### config.mk
export PLATFORM = sky130hd
export DESIGN_NAME = fop_top
export DESIGN_NICKNAME = d
export VERILOG_FILES = /design/src/core/fop_pkg.sv /design/src/core/fop_top.sv
export SDC_FILE = /design/constraint.sdc
export NUM_CORES = 1
export LEC_CHECK = 0
export ABC_AREA = 1
export BUFFER_PORTS_ARGS = -buffer_cell sky130_fd_sc_hd__buf_2
export CAP_MARGIN = 25
export CORE_ASPECT_RATIO = 0.8
export CORE_MARGIN = 4
export CORE_UTILIZATION = 51
export DETAILED_ROUTE_END_ITERATION = 12
export PLACE_DENSITY = 0.77
export REMOVE_ABC_BUFFERS = 1
export SLEW_MARGIN = 20
export SYNTH_ARGS = -nofsm -noshare
export SYNTH_HDL_FRONTEND = slang
export SYNTH_SLANG_ARGS = --single-unit
### constraint.sdc
create_clock -name pclk -period 2 [get_ports pclk]
set_clock_uncertainty 0.2 [all_clocks]
set_input_delay 0.6 -clock pclk [delete_from_list [all_inputs] [get_ports pclk]]
set_output_delay 0.6 -clock pclk [all_outputs]
set_load 0.05 [all_outputs]
### src/core/fop_pkg.sv
// constants, state and carrier types for the flash option protection block
// assumes a 32-bit APB slave port and a byte-wide option block read port
package fop_pkg;
  localparam int ADDR_W = 12;
  localparam logic [ADDR_W-1:0] OFS_WAIT = 12'h000;
  localparam logic [ADDR_W-1:0] OFS_STAT = 12'h00C;
  localparam logic [ADDR_W-1:0] OFS_CTRL = 12'h010;
  localparam logic [ADDR_W-1:0] OFS_OPTST = 12'h01C;
  localparam logic [ADDR_W-1:0] OFS_WP = 12'h020;
  localparam logic [ADDR_W-1:0] OFS_XCFG = 12'h024;
  localparam int STAT_PFAIL_BIT = 2;
  localparam int STAT_VIOL_BIT = 4;
  localparam int CTRL_ERR_EN_BIT = 10;
  localparam int CTRL_RELOAD_BIT = 13;
  localparam int XCFG_WAIT_EN_BIT = 0;
  localparam int OPTST_ERR_BIT = 0;
  localparam int OPTST_LVL_LSB = 1;
  localparam int OPTST_USER_LSB = 8;
  localparam int OPTST_DATA_LSB = 16;
  localparam logic [31:0] OB_BASE_ADDR = 32'h1FFF_F800;
  localparam int OB_COUNT = 12;
  localparam logic [3:0] OB_SEC = 4'h0;
  localparam logic [3:0] OB_SEC_INV = 4'h1;
  localparam logic [3:0] OB_LAST = 4'hC;
  localparam int PAIR_SEC = 0;
  localparam int PAIR_USER = 1;
  localparam int PAIR_DATA_LO = 2;
  localparam int PAIR_DATA_HI = 3;
  localparam int PAIR_WP_LO = 4;
  localparam int PAIR_WP_HI = 5;
  localparam int PAIRS = 6;
  localparam logic [7:0] SEC_NONE_CODE = 8'hA5;
  localparam logic [7:0] SEC_HIGH_CODE = 8'hCC;
  localparam logic [7:0] OB_ERASED = 8'hFF;
  localparam int USR_PARITY_BIT = 6;
  localparam int USR_VDDA_BIT = 5;
  localparam int USR_BOOT1N_BIT = 4;
  localparam int USR_STDBY_BIT = 2;
  localparam int USR_DPSLP_BIT = 1;
  localparam int USR_WDG_BIT = 0;
  localparam int PAGE_W = 7;
  localparam logic [PAGE_W-1:0] WP_LAST_FIRST_PAGE = 7'h3C;
  localparam logic [3:0] WP_LAST_GROUP = 4'hF;
  localparam logic [2:0] WS_MAX = 3'h2;

  typedef enum logic [1:0] {
    FOP_LVL_NONE = 2'h0,
    FOP_LVL_LOW = 2'h1,
    FOP_LVL_HIGH = 2'h2
  } fop_level_t;

  typedef enum logic [1:0] {
    FOP_IDLE = 2'h0,
    FOP_FETCH = 2'h1,
    FOP_APPLY = 2'h3
  } fop_fsm_t;

  typedef enum logic [2:0] {
    FOP_OP_PAGE_ERASE = 3'h0,
    FOP_OP_PROGRAM = 3'h1,
    FOP_OP_MASS_ERASE = 3'h2,
    FOP_OP_OPT_ERASE = 3'h3,
    FOP_OP_OPT_PROGRAM = 3'h4
  } fop_op_kind_t;

  typedef struct packed {
    logic req;
    fop_op_kind_t kind;
    logic [PAGE_W-1:0] page;
    logic [3:0] obyte;
    logic [7:0] data;
  } fop_op_req_t;

  typedef struct packed {
    logic done;
    logic granted;
    logic mass_erase;
  } fop_op_ans_t;

  typedef struct packed {
    logic parity_dis;
    logic vdda_mon_en;
    logic boot1_inv;
    logic stdby_noreset;
    logic dpslp_noreset;
    logic wdg_sw;
    logic [15:0] user_data;
    fop_level_t level;
    logic debug_block;
    logic [1:0] wait_states;
  } fop_opt_t;

  typedef struct packed {
    fop_fsm_t fsm;
    logic [3:0] cnt;
    logic [3:0] ob_addr;
    logic [OB_COUNT-1:0][7:0] raw;
    logic [2:0] ws_cnt;
    logic ws_en;
    logic err_en;
    logic viol;
    logic pfail;
    logic load_err;
    logic [7:0] user_byte;
    fop_opt_t opt;
    logic [15:0] wp;
    logic pready;
    logic pslverr;
    logic [31:0] prdata;
    fop_op_ans_t ans;
    logic bus_err;
    logic sys_rst;
    logic err_irq;
    logic [2:0] s1;
    logic [2:0] s2;
  } fop_state_t;
endpackage

### src/core/fop_top.sv
// flash option byte loader, checker and protection enforcer
// assumes option block read returns data one cycle after ob_addr,
// and that flash operations are requested on pclk by the controller
//
// Implementation choice: the APB interface to the registers.
`timescale 1ns/1ps

// Overview of operation
// - reset or reload request copies option block
// - complement mismatch sets error, byte becomes FF
// - A5 none, CC high, other low
// - security, user, data bytes with complements
// - protect bytes at offsets eight to eleven
// - user bits six to four decoded
// - user bits two, one: reset on sleep
// - user bit zero selects watchdog start
// - protected page operation refused, violation flagged
// - violation with error enable raises interrupt
// - protect bit zero means group protected
// - four pages per bit, last covers rest
// - option erase leaves all pages unprotected
// - no protection allows every access
// - low level restricted reads give bus error
// - low level restricted writes set program error
// - low to none by A5 mass erases
// - high level sets debug block only
// - high level refuses option erase, security byte rewrite
// - wait states 0,1,2 when enabled
// - reload request forces reload and reset
// - violation flag set by hardware, cleared by one
module fop_top
  import fop_pkg::*;
#(
  parameter int NUM_PAGES = 128
) (
  input wire logic pclk,
  input wire logic presetn,
  input wire logic psel,
  input wire logic penable,
  input wire logic pwrite,
  input wire logic [ADDR_W-1:0] paddr,
  input wire logic [31:0] pwdata,
  output logic [31:0] prdata,
  output logic pready,
  output logic pslverr,
  output logic [3:0] ob_addr,
  input wire logic [7:0] ob_rdata,
  input wire fop_op_req_t op_in,
  output fop_op_ans_t op_out,
  input wire logic debug_mode_pin,
  input wire logic boot_sram_pin,
  input wire logic boot_loader_pin,
  input wire logic rd_req,
  input wire logic rd_main,
  output logic bus_err,
  output logic sys_reset_req,
  output logic err_irq,
  output fop_opt_t opt_out,
  output logic [15:0] page_protect_bits
);
  // the last group must own at least one page and fit the page index
  if (NUM_PAGES <= int'(WP_LAST_FIRST_PAGE) ||
      NUM_PAGES > 2**PAGE_W) begin : g_bad_pages
    $error("NUM_PAGES must be 61 to 128");
  end

  fop_state_t q;
  fop_state_t d;
  logic acc;
  logic wr;
  logic restricted;
  logic low_r;
  logic [3:0] grp;
  logic [31:0] rd_mux;
  logic unmapped;
  logic set_wp;
  logic set_pg;
  logic clr_wp;
  logic clr_pg;
  logic grant;
  logic ld_err;
  logic [PAIRS-1:0][7:0] val;
  fop_level_t lvl;

  assign acc = psel & penable & q.pready;
  assign wr = acc & pwrite;
  // synced mode pins only, first stage never read here
  assign restricted = |q.s2;
  assign low_r = (q.opt.level == FOP_LVL_LOW) & restricted;
  // last group spans to the array end
  assign grp = (op_in.page >= WP_LAST_FIRST_PAGE) ? WP_LAST_GROUP :
               op_in.page[5:2];

  always_comb begin
    d = q;
    rd_mux = '0;
    unmapped = 1'b0;
    set_wp = 1'b0;
    set_pg = 1'b0;
    grant = 1'b0;
    ld_err = 1'b0;
    val = '0;
    lvl = FOP_LVL_LOW;
    d.s1 = {debug_mode_pin, boot_sram_pin, boot_loader_pin};
    d.s2 = q.s1;
    d.sys_rst = 1'b0;
    d.ans = '0;
    d.bus_err = 1'b0;
    if (paddr == OFS_WAIT) begin
      rd_mux[2:0] = q.ws_cnt;
    end else if (paddr == OFS_STAT) begin
      rd_mux[STAT_VIOL_BIT] = q.viol;
      rd_mux[STAT_PFAIL_BIT] = q.pfail;
    end else if (paddr == OFS_CTRL) begin
      rd_mux[CTRL_ERR_EN_BIT] = q.err_en;
    end else if (paddr == OFS_OPTST) begin
      rd_mux[OPTST_ERR_BIT] = q.load_err;
      rd_mux[OPTST_LVL_LSB +: 2] = q.opt.level;
      rd_mux[OPTST_USER_LSB +: 8] = q.user_byte;
      rd_mux[OPTST_DATA_LSB +: 16] = q.opt.user_data;
    end else if (paddr == OFS_WP) begin
      rd_mux[15:0] = q.wp;
    end else if (paddr == OFS_XCFG) begin
      rd_mux[XCFG_WAIT_EN_BIT] = q.ws_en;
    end else begin
      unmapped = 1'b1;
    end
    // one wait state so every bus output comes from a flop
    d.pready = psel & penable & ~q.pready;
    d.pslverr = d.pready & unmapped;
    d.prdata = d.pready ? rd_mux : '0;
    clr_wp = wr & (paddr == OFS_STAT) & pwdata[STAT_VIOL_BIT];
    clr_pg = wr & (paddr == OFS_STAT) & pwdata[STAT_PFAIL_BIT];
    if (wr && paddr == OFS_WAIT) begin
      d.ws_cnt = pwdata[2:0];
    end
    if (wr && paddr == OFS_XCFG) begin
      d.ws_en = pwdata[XCFG_WAIT_EN_BIT];
    end
    if (wr && paddr == OFS_CTRL) begin
      d.err_en = pwdata[CTRL_ERR_EN_BIT];
    end

    case (q.fsm)
      FOP_FETCH: begin
        if (q.cnt != 4'h0) begin
          d.raw[4'(q.cnt - 4'h1)] = ob_rdata;
        end
        if (q.cnt == OB_LAST) begin
          d.fsm = FOP_APPLY;
        end else begin
          d.cnt = 4'(q.cnt + 4'h1);
          d.ob_addr = 4'(q.ob_addr + 4'h1);
        end
      end
      FOP_APPLY: begin
        for (int i = 0; i < PAIRS; i++) begin
          if ((q.raw[2*i] ^ q.raw[2*i+1]) == OB_ERASED) begin
            val[i] = q.raw[2*i];
          end else begin
            val[i] = OB_ERASED;
            ld_err = 1'b1;
          end
        end
        if (val[PAIR_SEC] == SEC_NONE_CODE) begin
          lvl = FOP_LVL_NONE;
        end else if (val[PAIR_SEC] == SEC_HIGH_CODE) begin
          lvl = FOP_LVL_HIGH;
        end
        d.load_err = ld_err;
        d.opt.level = lvl;
        d.opt.debug_block = (lvl == FOP_LVL_HIGH);
        d.user_byte = val[PAIR_USER];
        d.opt.parity_dis = val[PAIR_USER][USR_PARITY_BIT];
        d.opt.vdda_mon_en = val[PAIR_USER][USR_VDDA_BIT];
        d.opt.boot1_inv = val[PAIR_USER][USR_BOOT1N_BIT];
        d.opt.stdby_noreset = val[PAIR_USER][USR_STDBY_BIT];
        d.opt.dpslp_noreset = val[PAIR_USER][USR_DPSLP_BIT];
        d.opt.wdg_sw = val[PAIR_USER][USR_WDG_BIT];
        d.opt.user_data = {val[PAIR_DATA_HI], val[PAIR_DATA_LO]};
        // erased block reads FF, so every group ends unprotected
        d.wp = {val[PAIR_WP_HI], val[PAIR_WP_LO]};
        d.fsm = FOP_IDLE;
      end
      FOP_IDLE: begin
        if (op_in.req) begin
          case (op_in.kind)
            FOP_OP_PAGE_ERASE, FOP_OP_PROGRAM: begin
              if (low_r) begin
                set_pg = 1'b1;
              end else if (!q.wp[grp]) begin
                set_wp = 1'b1;
              end else begin
                grant = 1'b1;
              end
            end
            FOP_OP_MASS_ERASE: begin
              if (low_r) begin
                set_pg = 1'b1;
              end else begin
                grant = 1'b1;
              end
            end
            FOP_OP_OPT_ERASE: begin
              if (q.opt.level == FOP_LVL_HIGH) begin
                set_wp = 1'b1;
              end else begin
                grant = 1'b1;
              end
            end
            FOP_OP_OPT_PROGRAM: begin
              if (q.opt.level == FOP_LVL_HIGH &&
                  op_in.obyte <= OB_SEC_INV) begin
                set_wp = 1'b1;
              end else begin
                grant = 1'b1;
                d.ans.mass_erase = (q.opt.level == FOP_LVL_LOW) &&
                                   (op_in.obyte == OB_SEC) &&
                                   (op_in.data == SEC_NONE_CODE);
              end
            end
            default: begin
              grant = 1'b0;
            end
          endcase
        end
      end
      default: begin
        d.fsm = FOP_IDLE;
      end
    endcase

    // requests during a reload are answered but never granted
    d.ans.done = op_in.req;
    d.ans.granted = grant;
    d.bus_err = rd_req & rd_main & low_r;
    // a set in the clearing cycle wins
    d.viol = (q.viol & ~clr_wp) | set_wp;
    d.pfail = (q.pfail & ~clr_pg) | set_pg;
    d.err_irq = d.err_en & (d.viol | d.pfail);
    if (d.ws_en) begin
      d.opt.wait_states = (d.ws_cnt <= WS_MAX) ? d.ws_cnt[1:0] :
                          WS_MAX[1:0];
    end else begin
      d.opt.wait_states = 2'h0;
    end

    if (wr && paddr == OFS_CTRL && pwdata[CTRL_RELOAD_BIT]) begin
      d.sys_rst = 1'b1;
      d.fsm = FOP_FETCH;
      d.cnt = 4'h0;
      d.ob_addr = 4'h0;
      d.load_err = 1'b0;
      d.wp = '0;
      d.opt.level = FOP_LVL_HIGH;
      d.opt.debug_block = 1'b1;
    end
  end

  always_ff @(posedge pclk or negedge presetn) begin
    if (!presetn) begin
      q <= '0;
      q.fsm <= FOP_FETCH;
      q.opt.level <= FOP_LVL_HIGH;
      q.opt.debug_block <= 1'b1;
    end else begin
      q <= d;
    end
  end

  assign prdata = q.prdata;
  assign pready = q.pready;
  assign pslverr = q.pslverr;
  assign ob_addr = q.ob_addr;
  assign op_out = q.ans;
  assign bus_err = q.bus_err;
  assign sys_reset_req = q.sys_rst;
  assign err_irq = q.err_irq;
  assign opt_out = q.opt;
  assign page_protect_bits = q.wp;
endmodule

==> impl_metrics.toml, run 1 <==
[outcome]
outcome = "finished with violations"
violations = "negative setup slack"

[worst_setup_path]
cp_max_fo = 2
critPathSlowestCell = "dfstp_2"
worstSetupStartpointType = "flop"
cp_num_buf_inv = 1
crit_arrival_ns = 1.21
critPathCaptureType = "output pin"
cp_top_family = "flip-flops"
worst-setup-path-type = "reg -> out"
path_cells = "buf_8"
cpPeakStageDelay_ns = 0.56
required_ns = 1.20

[synth]
syn_inst = 1065
synth_top_flop_cell = "dfrtp_1"
yosys.area.top_type = "dfrtp_1"
avgSynthCellArea_sq_um = 9.10
yosys-top-cells-area = "dfrtp_1 52%, nand2_1 8.8%, buf_4 6.4%"
yosys-top-cells-count = "227 x nand2_1, 202 x dfrtp_1, 96 x inv_1"
yosysUniqueCellTypes = 49
synth-async-reset-ratio_pct = 100
ys_ff_latch = 205
synth-seq-area-share_pct = 53.0
yosys_warnings = 0
synth_edf_count = 0
netlist_area_sq_mm = 0.00969
yosys.cell_count.top_type = "nand2_1"
netlist.area_leader.share_pct = 52.2

[timing]
hold_viol = 0
fin_crit_ns = 2.01
timing.fmax_mhz = 497
setup_violations = 1
period_share_pct = 101
tightest_slew_ns = 0.530
final_max_slew_viol_count = 0
hold_slack_ns = 0.0159
slew_headroom_pct = 64.6
finalWorstSetupSlack_ns = -0.0132
grt_setup_unrepaired = "yes"

[global_route]
antenna_found_initial = 0
grt_pass1_vias = 7237
grt_pass1_wl_um = 36100
grt_max_degree = 45
grt_usage_pct = 20.4
grt_overflow = 0

[power_and_ir_drop]
power_mw = 16.9
powerDensity_mw_per_mm2 = 1440
leakage_nw = 5.73
vdd_drop_max_mv = 0.780

[worst_hold_path]
hold_path_class = "in -> reg"

[finish]
post-route-util_pct = 63.8
drive_gt1_share_pct = 28.6
nets = 1287
insertedDiodeCount = 0
stdcell_count = 1465
flow.area_growth_from_synthesis_pct = 21.0

[clock_tree]
clk_latency_ns = 0.50
htree_levels = 1
cts_tree = "built"
clkSlewWorstSetupHoldPaths_ns = 0.06
cts_made_buffers = 22
cts_num_sinks = 205
ctsLongestPathBuffers = 3
cts-root-buf = "clkbuf_16"

[job]
drv_cap = 0

[drt]
drt_wl_total_um = 23000
drt-wirelength-per-cell_um = 15.7
drt_first_pass_iters = 5
routed_via_density = 5.16
antenna_left = 0
drc = 0
via_count = 7556
drtIter0Drc = 578

[place]
io_buffers = 143
hpwl_um = 15900
dp_slack_ns = -0.324
post-place-cells = 1415
globalplace.congestion = 0.819

[floorplanning]
initial_utilization_pct = 52.7
core_area_sq_mm = 0.0184
ioPinCount = 172
die-width_um = 162
num_rows = 44
fp.dieH_um = 131
die-area_sq_mm = 0.0213
-- final timing paths --
kind	start	endpoint	slack, ns	cells after the start
worst max-delay path	opt_out[4]	opt_out[4]	-0.01	1
worst min register to register	d[1]	q[1]	0.15	0
max in group asynchronous	presetn	opt_out[4]	0.57	3
min in group asynchronous	presetn	asynchronous set/reset pin	0.42	2
worst max register to register	q[209]	flop	0.04	10
worst min-delay path	debug_mode_pin	d[2]	0.02	1
-- layout make-up --
cell class              instances  area [sq um]
repair buffers                222          1620
clock buffers                  35           661
multi-input cells             640          3520
inverters                     105           402
fillers                      1463          6660
flip-flops and latches        205          5140
well taps                     253           317
clock inverters                 5          65.1
-- per-stage QoR --
step | TNS, ns | area [sq um]
2_1_floorplan | -11.52 | 8870
3_3_place_gp | -11.31 | 10600
3_5_place_dp | -14.67 | 10600
4_1_cts | -0.496 | 11400
5_1_grt | -0.999 | 11700
6_report | -0.0132 | 11700
-- repair_timing --
action	4_1_cts	5_1_grt
pin swaps	0	8
hold endpoints to repair	38	0
setup endpoints to repair	37	117
resized for setup	22	59
cloned	0	1
buffers inserted	0	6
hold buffers	3	0
-- logic make-up (layout without fill, tap and decap cells) --
kind of cell               count (synthesis)  in the layout  share of synthesized area (%)
and+or+nand+nor                          388            388                           17.3
muxes                                      1              1                          0.116
buffers and inverters                    220            367                           12.6
AOI/OAI and AO/OA                        192            192                           11.4
adders and majority gates                  6              6                          0.775
xor gates and xnor gates                  53             53                           4.87
DFF                                      205            205                           53.0
-- placed cells by master, fill, tap and decap left out, types with 8 or more instances in the layout --
master     instances
buf_4             67
nand2_1          215
clkbuf_1           8
clkbuf_16         24
dfrtp_1          198
nor4_1             9
o21ai_2           22
nand3_1           32
a21oi_1           12
o21ai_0           62
xnor2_1           42
xor2_1            10
o21ai_1           71
nand4_1           10
or2_2             11
inv_1             91
nor2_1            63
inv_2              9
nand2_2           15
buf_2            122
buf_12            16
o22ai_1            8
-- layer usage --
| metal | part of all wire (%) | up-vias | global-route usage, % |
|---|---|---|---|
| met1 | 44 | 3696 | 29.2 |
| met2 | 49 | 221 | 32.9 |
| met3 | 6.0 | 20 | 3.57 |
| met5 | 0 | - | 0 |
| met4 | 1.3 | 0 | 4.84 |
| li1 | - | 3619 | - |
-- where the power goes --
part / internal, mW / switching (mW) / leakage (nW)
Clock: 2.41 / 1.60 / 0.355
Combinational: 2.43 / 3.63 / 2.95
Sequential: 5.54 / 1.28 / 2.42
(Power assumes the default switching activity.)
==> inputs of run 2 (changes only) <==
CORE_ASPECT_RATIO = 0.75   (was 0.8)
SLEW_MARGIN = 0   (was 20)
==> impl_metrics.toml, run 2 (synthesis results as in run 1) <==
[outcome]
outcome = "finished with violations"
violations = "negative setup slack"

[worst_setup_path]
critPathCaptureType = "output pin"
crit_arrival_ns = 1.22
worst-setup-path-type = "reg -> out"
cp_max_fo = 3
cpPeakStageDelay_ns = 0.57
reg2reg_from = "q[205]"
startpoint = "opt_out[4]"
required_ns = 1.20
worstSetupStartpointType = "flop"
path_cells = "buf_8"
cp_num_buf_inv = 1
critPathSlowestCell = "dfstp_2"
cp_top_family = "flip-flops"

[place]
hpwl_um = 16000
globalplace.congestion = 0.943
io_buffers = 143

[power_and_ir_drop]
p_comb_share_pct = 34.9
power_switching_mw = 6.29
leakage_nw = 5.68
powerDensity_mw_per_mm2 = 1430
pwr-share-clk_pct = 23.9
p_seq_share_pct = 41.2
p_int_mw = 10.2
vdd_drop_max_mv = 0.832
swShare_pct = 38.1

[clock_tree]
cts_tree = "built"
clk_latency_ns = 0.51
cts-root-buf = "clkbuf_16"
cts_num_sinks = 205
ctsLongestPathBuffers = 3
clkSlewWorstSetupHoldPaths_ns = 0.06
htree_levels = 1
cts_made_buffers = 22

[floorplanning]
die-area_sq_mm = 0.0213
initial_utilization_pct = 52.2
core_area_sq_mm = 0.0186
num_rows = 43
ioPinCount = 172
fp.dieH_um = 127
die-width_um = 167

[job]
drv_cap = 0

[timing]
timing.fmax_mhz = 496
setup_tns_ns = -0.0170
final_max_slew_viol_count = 0
slew_headroom_pct = 75.2
period_share_pct = 101
grt_setup_unrepaired = "yes"
hold_slack_ns = 0.0375
setup_violations = 1
hold_viol = 0
tightest_slew_ns = 0.369
finalWorstSetupSlack_ns = -0.0170
fin_crit_ns = 2.02

[finish]
flow.area_growth_from_synthesis_pct = 18.8
multiInputGateArea_sq_mm = 0.00340
drive_gt1_share_pct = 26.9
fillers = 1520
nets = 1283
insertedDiodeCount = 0
regArea_sq_mm = 0.00514
final_common_cell = "nand2_1"
final_cell_mix = "227 x nand2_1, 200 x dfrtp_1, 116 x buf_2"

[drt]
drt_first_pass_iters = 5
top_layer_used = "met5"
routed_via_density = 5.15
via_count = 7492
antenna_left = 0
drc = 0
drt-wirelength-per-cell_um = 15.5
wl_met2_um = 10300
met1_length_um = 10300
drt_wl_total_um = 22600
drtIter0Drc = 657
wl_met3_um = 1550

[global_route]
grt_usage_pct = 21.4
grt_pass1_wl_um = 37500
grt_pass1_vias = 7341
antenna_found_initial = 1
grt_max_degree = 45
grt_overflow = 0

[worst_hold_path]
hp-start = "op_in[22]"
hold_path_class = "in -> reg"
==> run 2: layer usage <==
metal | up-vias | global-route usage, %
li1 | 3597 | -
met1 | 3608 | 31.5
met2 | 244 | 34.0
met3 | 41 | 3.71
met4 | 2 | 4.48
met5 | - | 0
==> run 2: final cells by class <==
class | instances | share of cell area [%]
Clock inverter | 4 | 0.304
Sequential cell | 205 | 44.6
Tap cell | 247 | 2.68
Timing Repair Buffer | 218 | 13.5
Multi-Input combinational cell | 640 | 29.5
Clock buffer | 36 | 5.93
Inverter | 105 | 3.42
==> run 2: what timing repair did <==
| item | in CTS | in global routing |
|---|---|---|
| buffers inserted | 0 | 2 |
| setup endpoints to repair | 17 | 109 |
| hold buffers | 4 | 0 |
| pin swaps | 0 | 3 |
| endpoints found under the hold margin | 34 | 0 |
| gates resized for setup | 20 | 36 |
==> run 2: worst paths after layout <==
check | endpoint | slack, ns | cells after the start
worst max register to register | q[207] | 0.08 | 11
max in group asynchronous | opt_out[2] | 0.60 | 3
worst min register to register | q[1] | 0.15 | 0
worst min-delay path | op_out[2] | 0.04 | 1
min in group asynchronous | prdata[11] | 0.40 | 2
worst max-delay path | opt_out[4] | -0.02 | 1
==> run 2: stage by stage <==
step                      worst slack (ns)  std cells  util (%)  power, mW  area [sq um]
after floorplan                     -0.282        950         -       10.4          8870
after global placement              -0.256       1409      56.9       11.9         10600
after detailed placement            -0.303       1409      56.9       12.1         10600
after CTS                          -0.0510       1453      61.3       16.3         11400
after global routing               -0.0710       1455      62.0       17.5         11500
final                              -0.0170       1455      62.0       16.5         11500
==> run 2: power by group through the flow <==
stage	Sequential [mW]	Clock, mW	Combinational [mW]
final	6.80	3.94	5.76
after floorplan	7.68	0	2.76
after global placement	6.77	0	5.18
after detailed placement	6.79	0	5.35
after global routing	6.97	4.20	6.34
after CTS	6.75	4.02	5.50
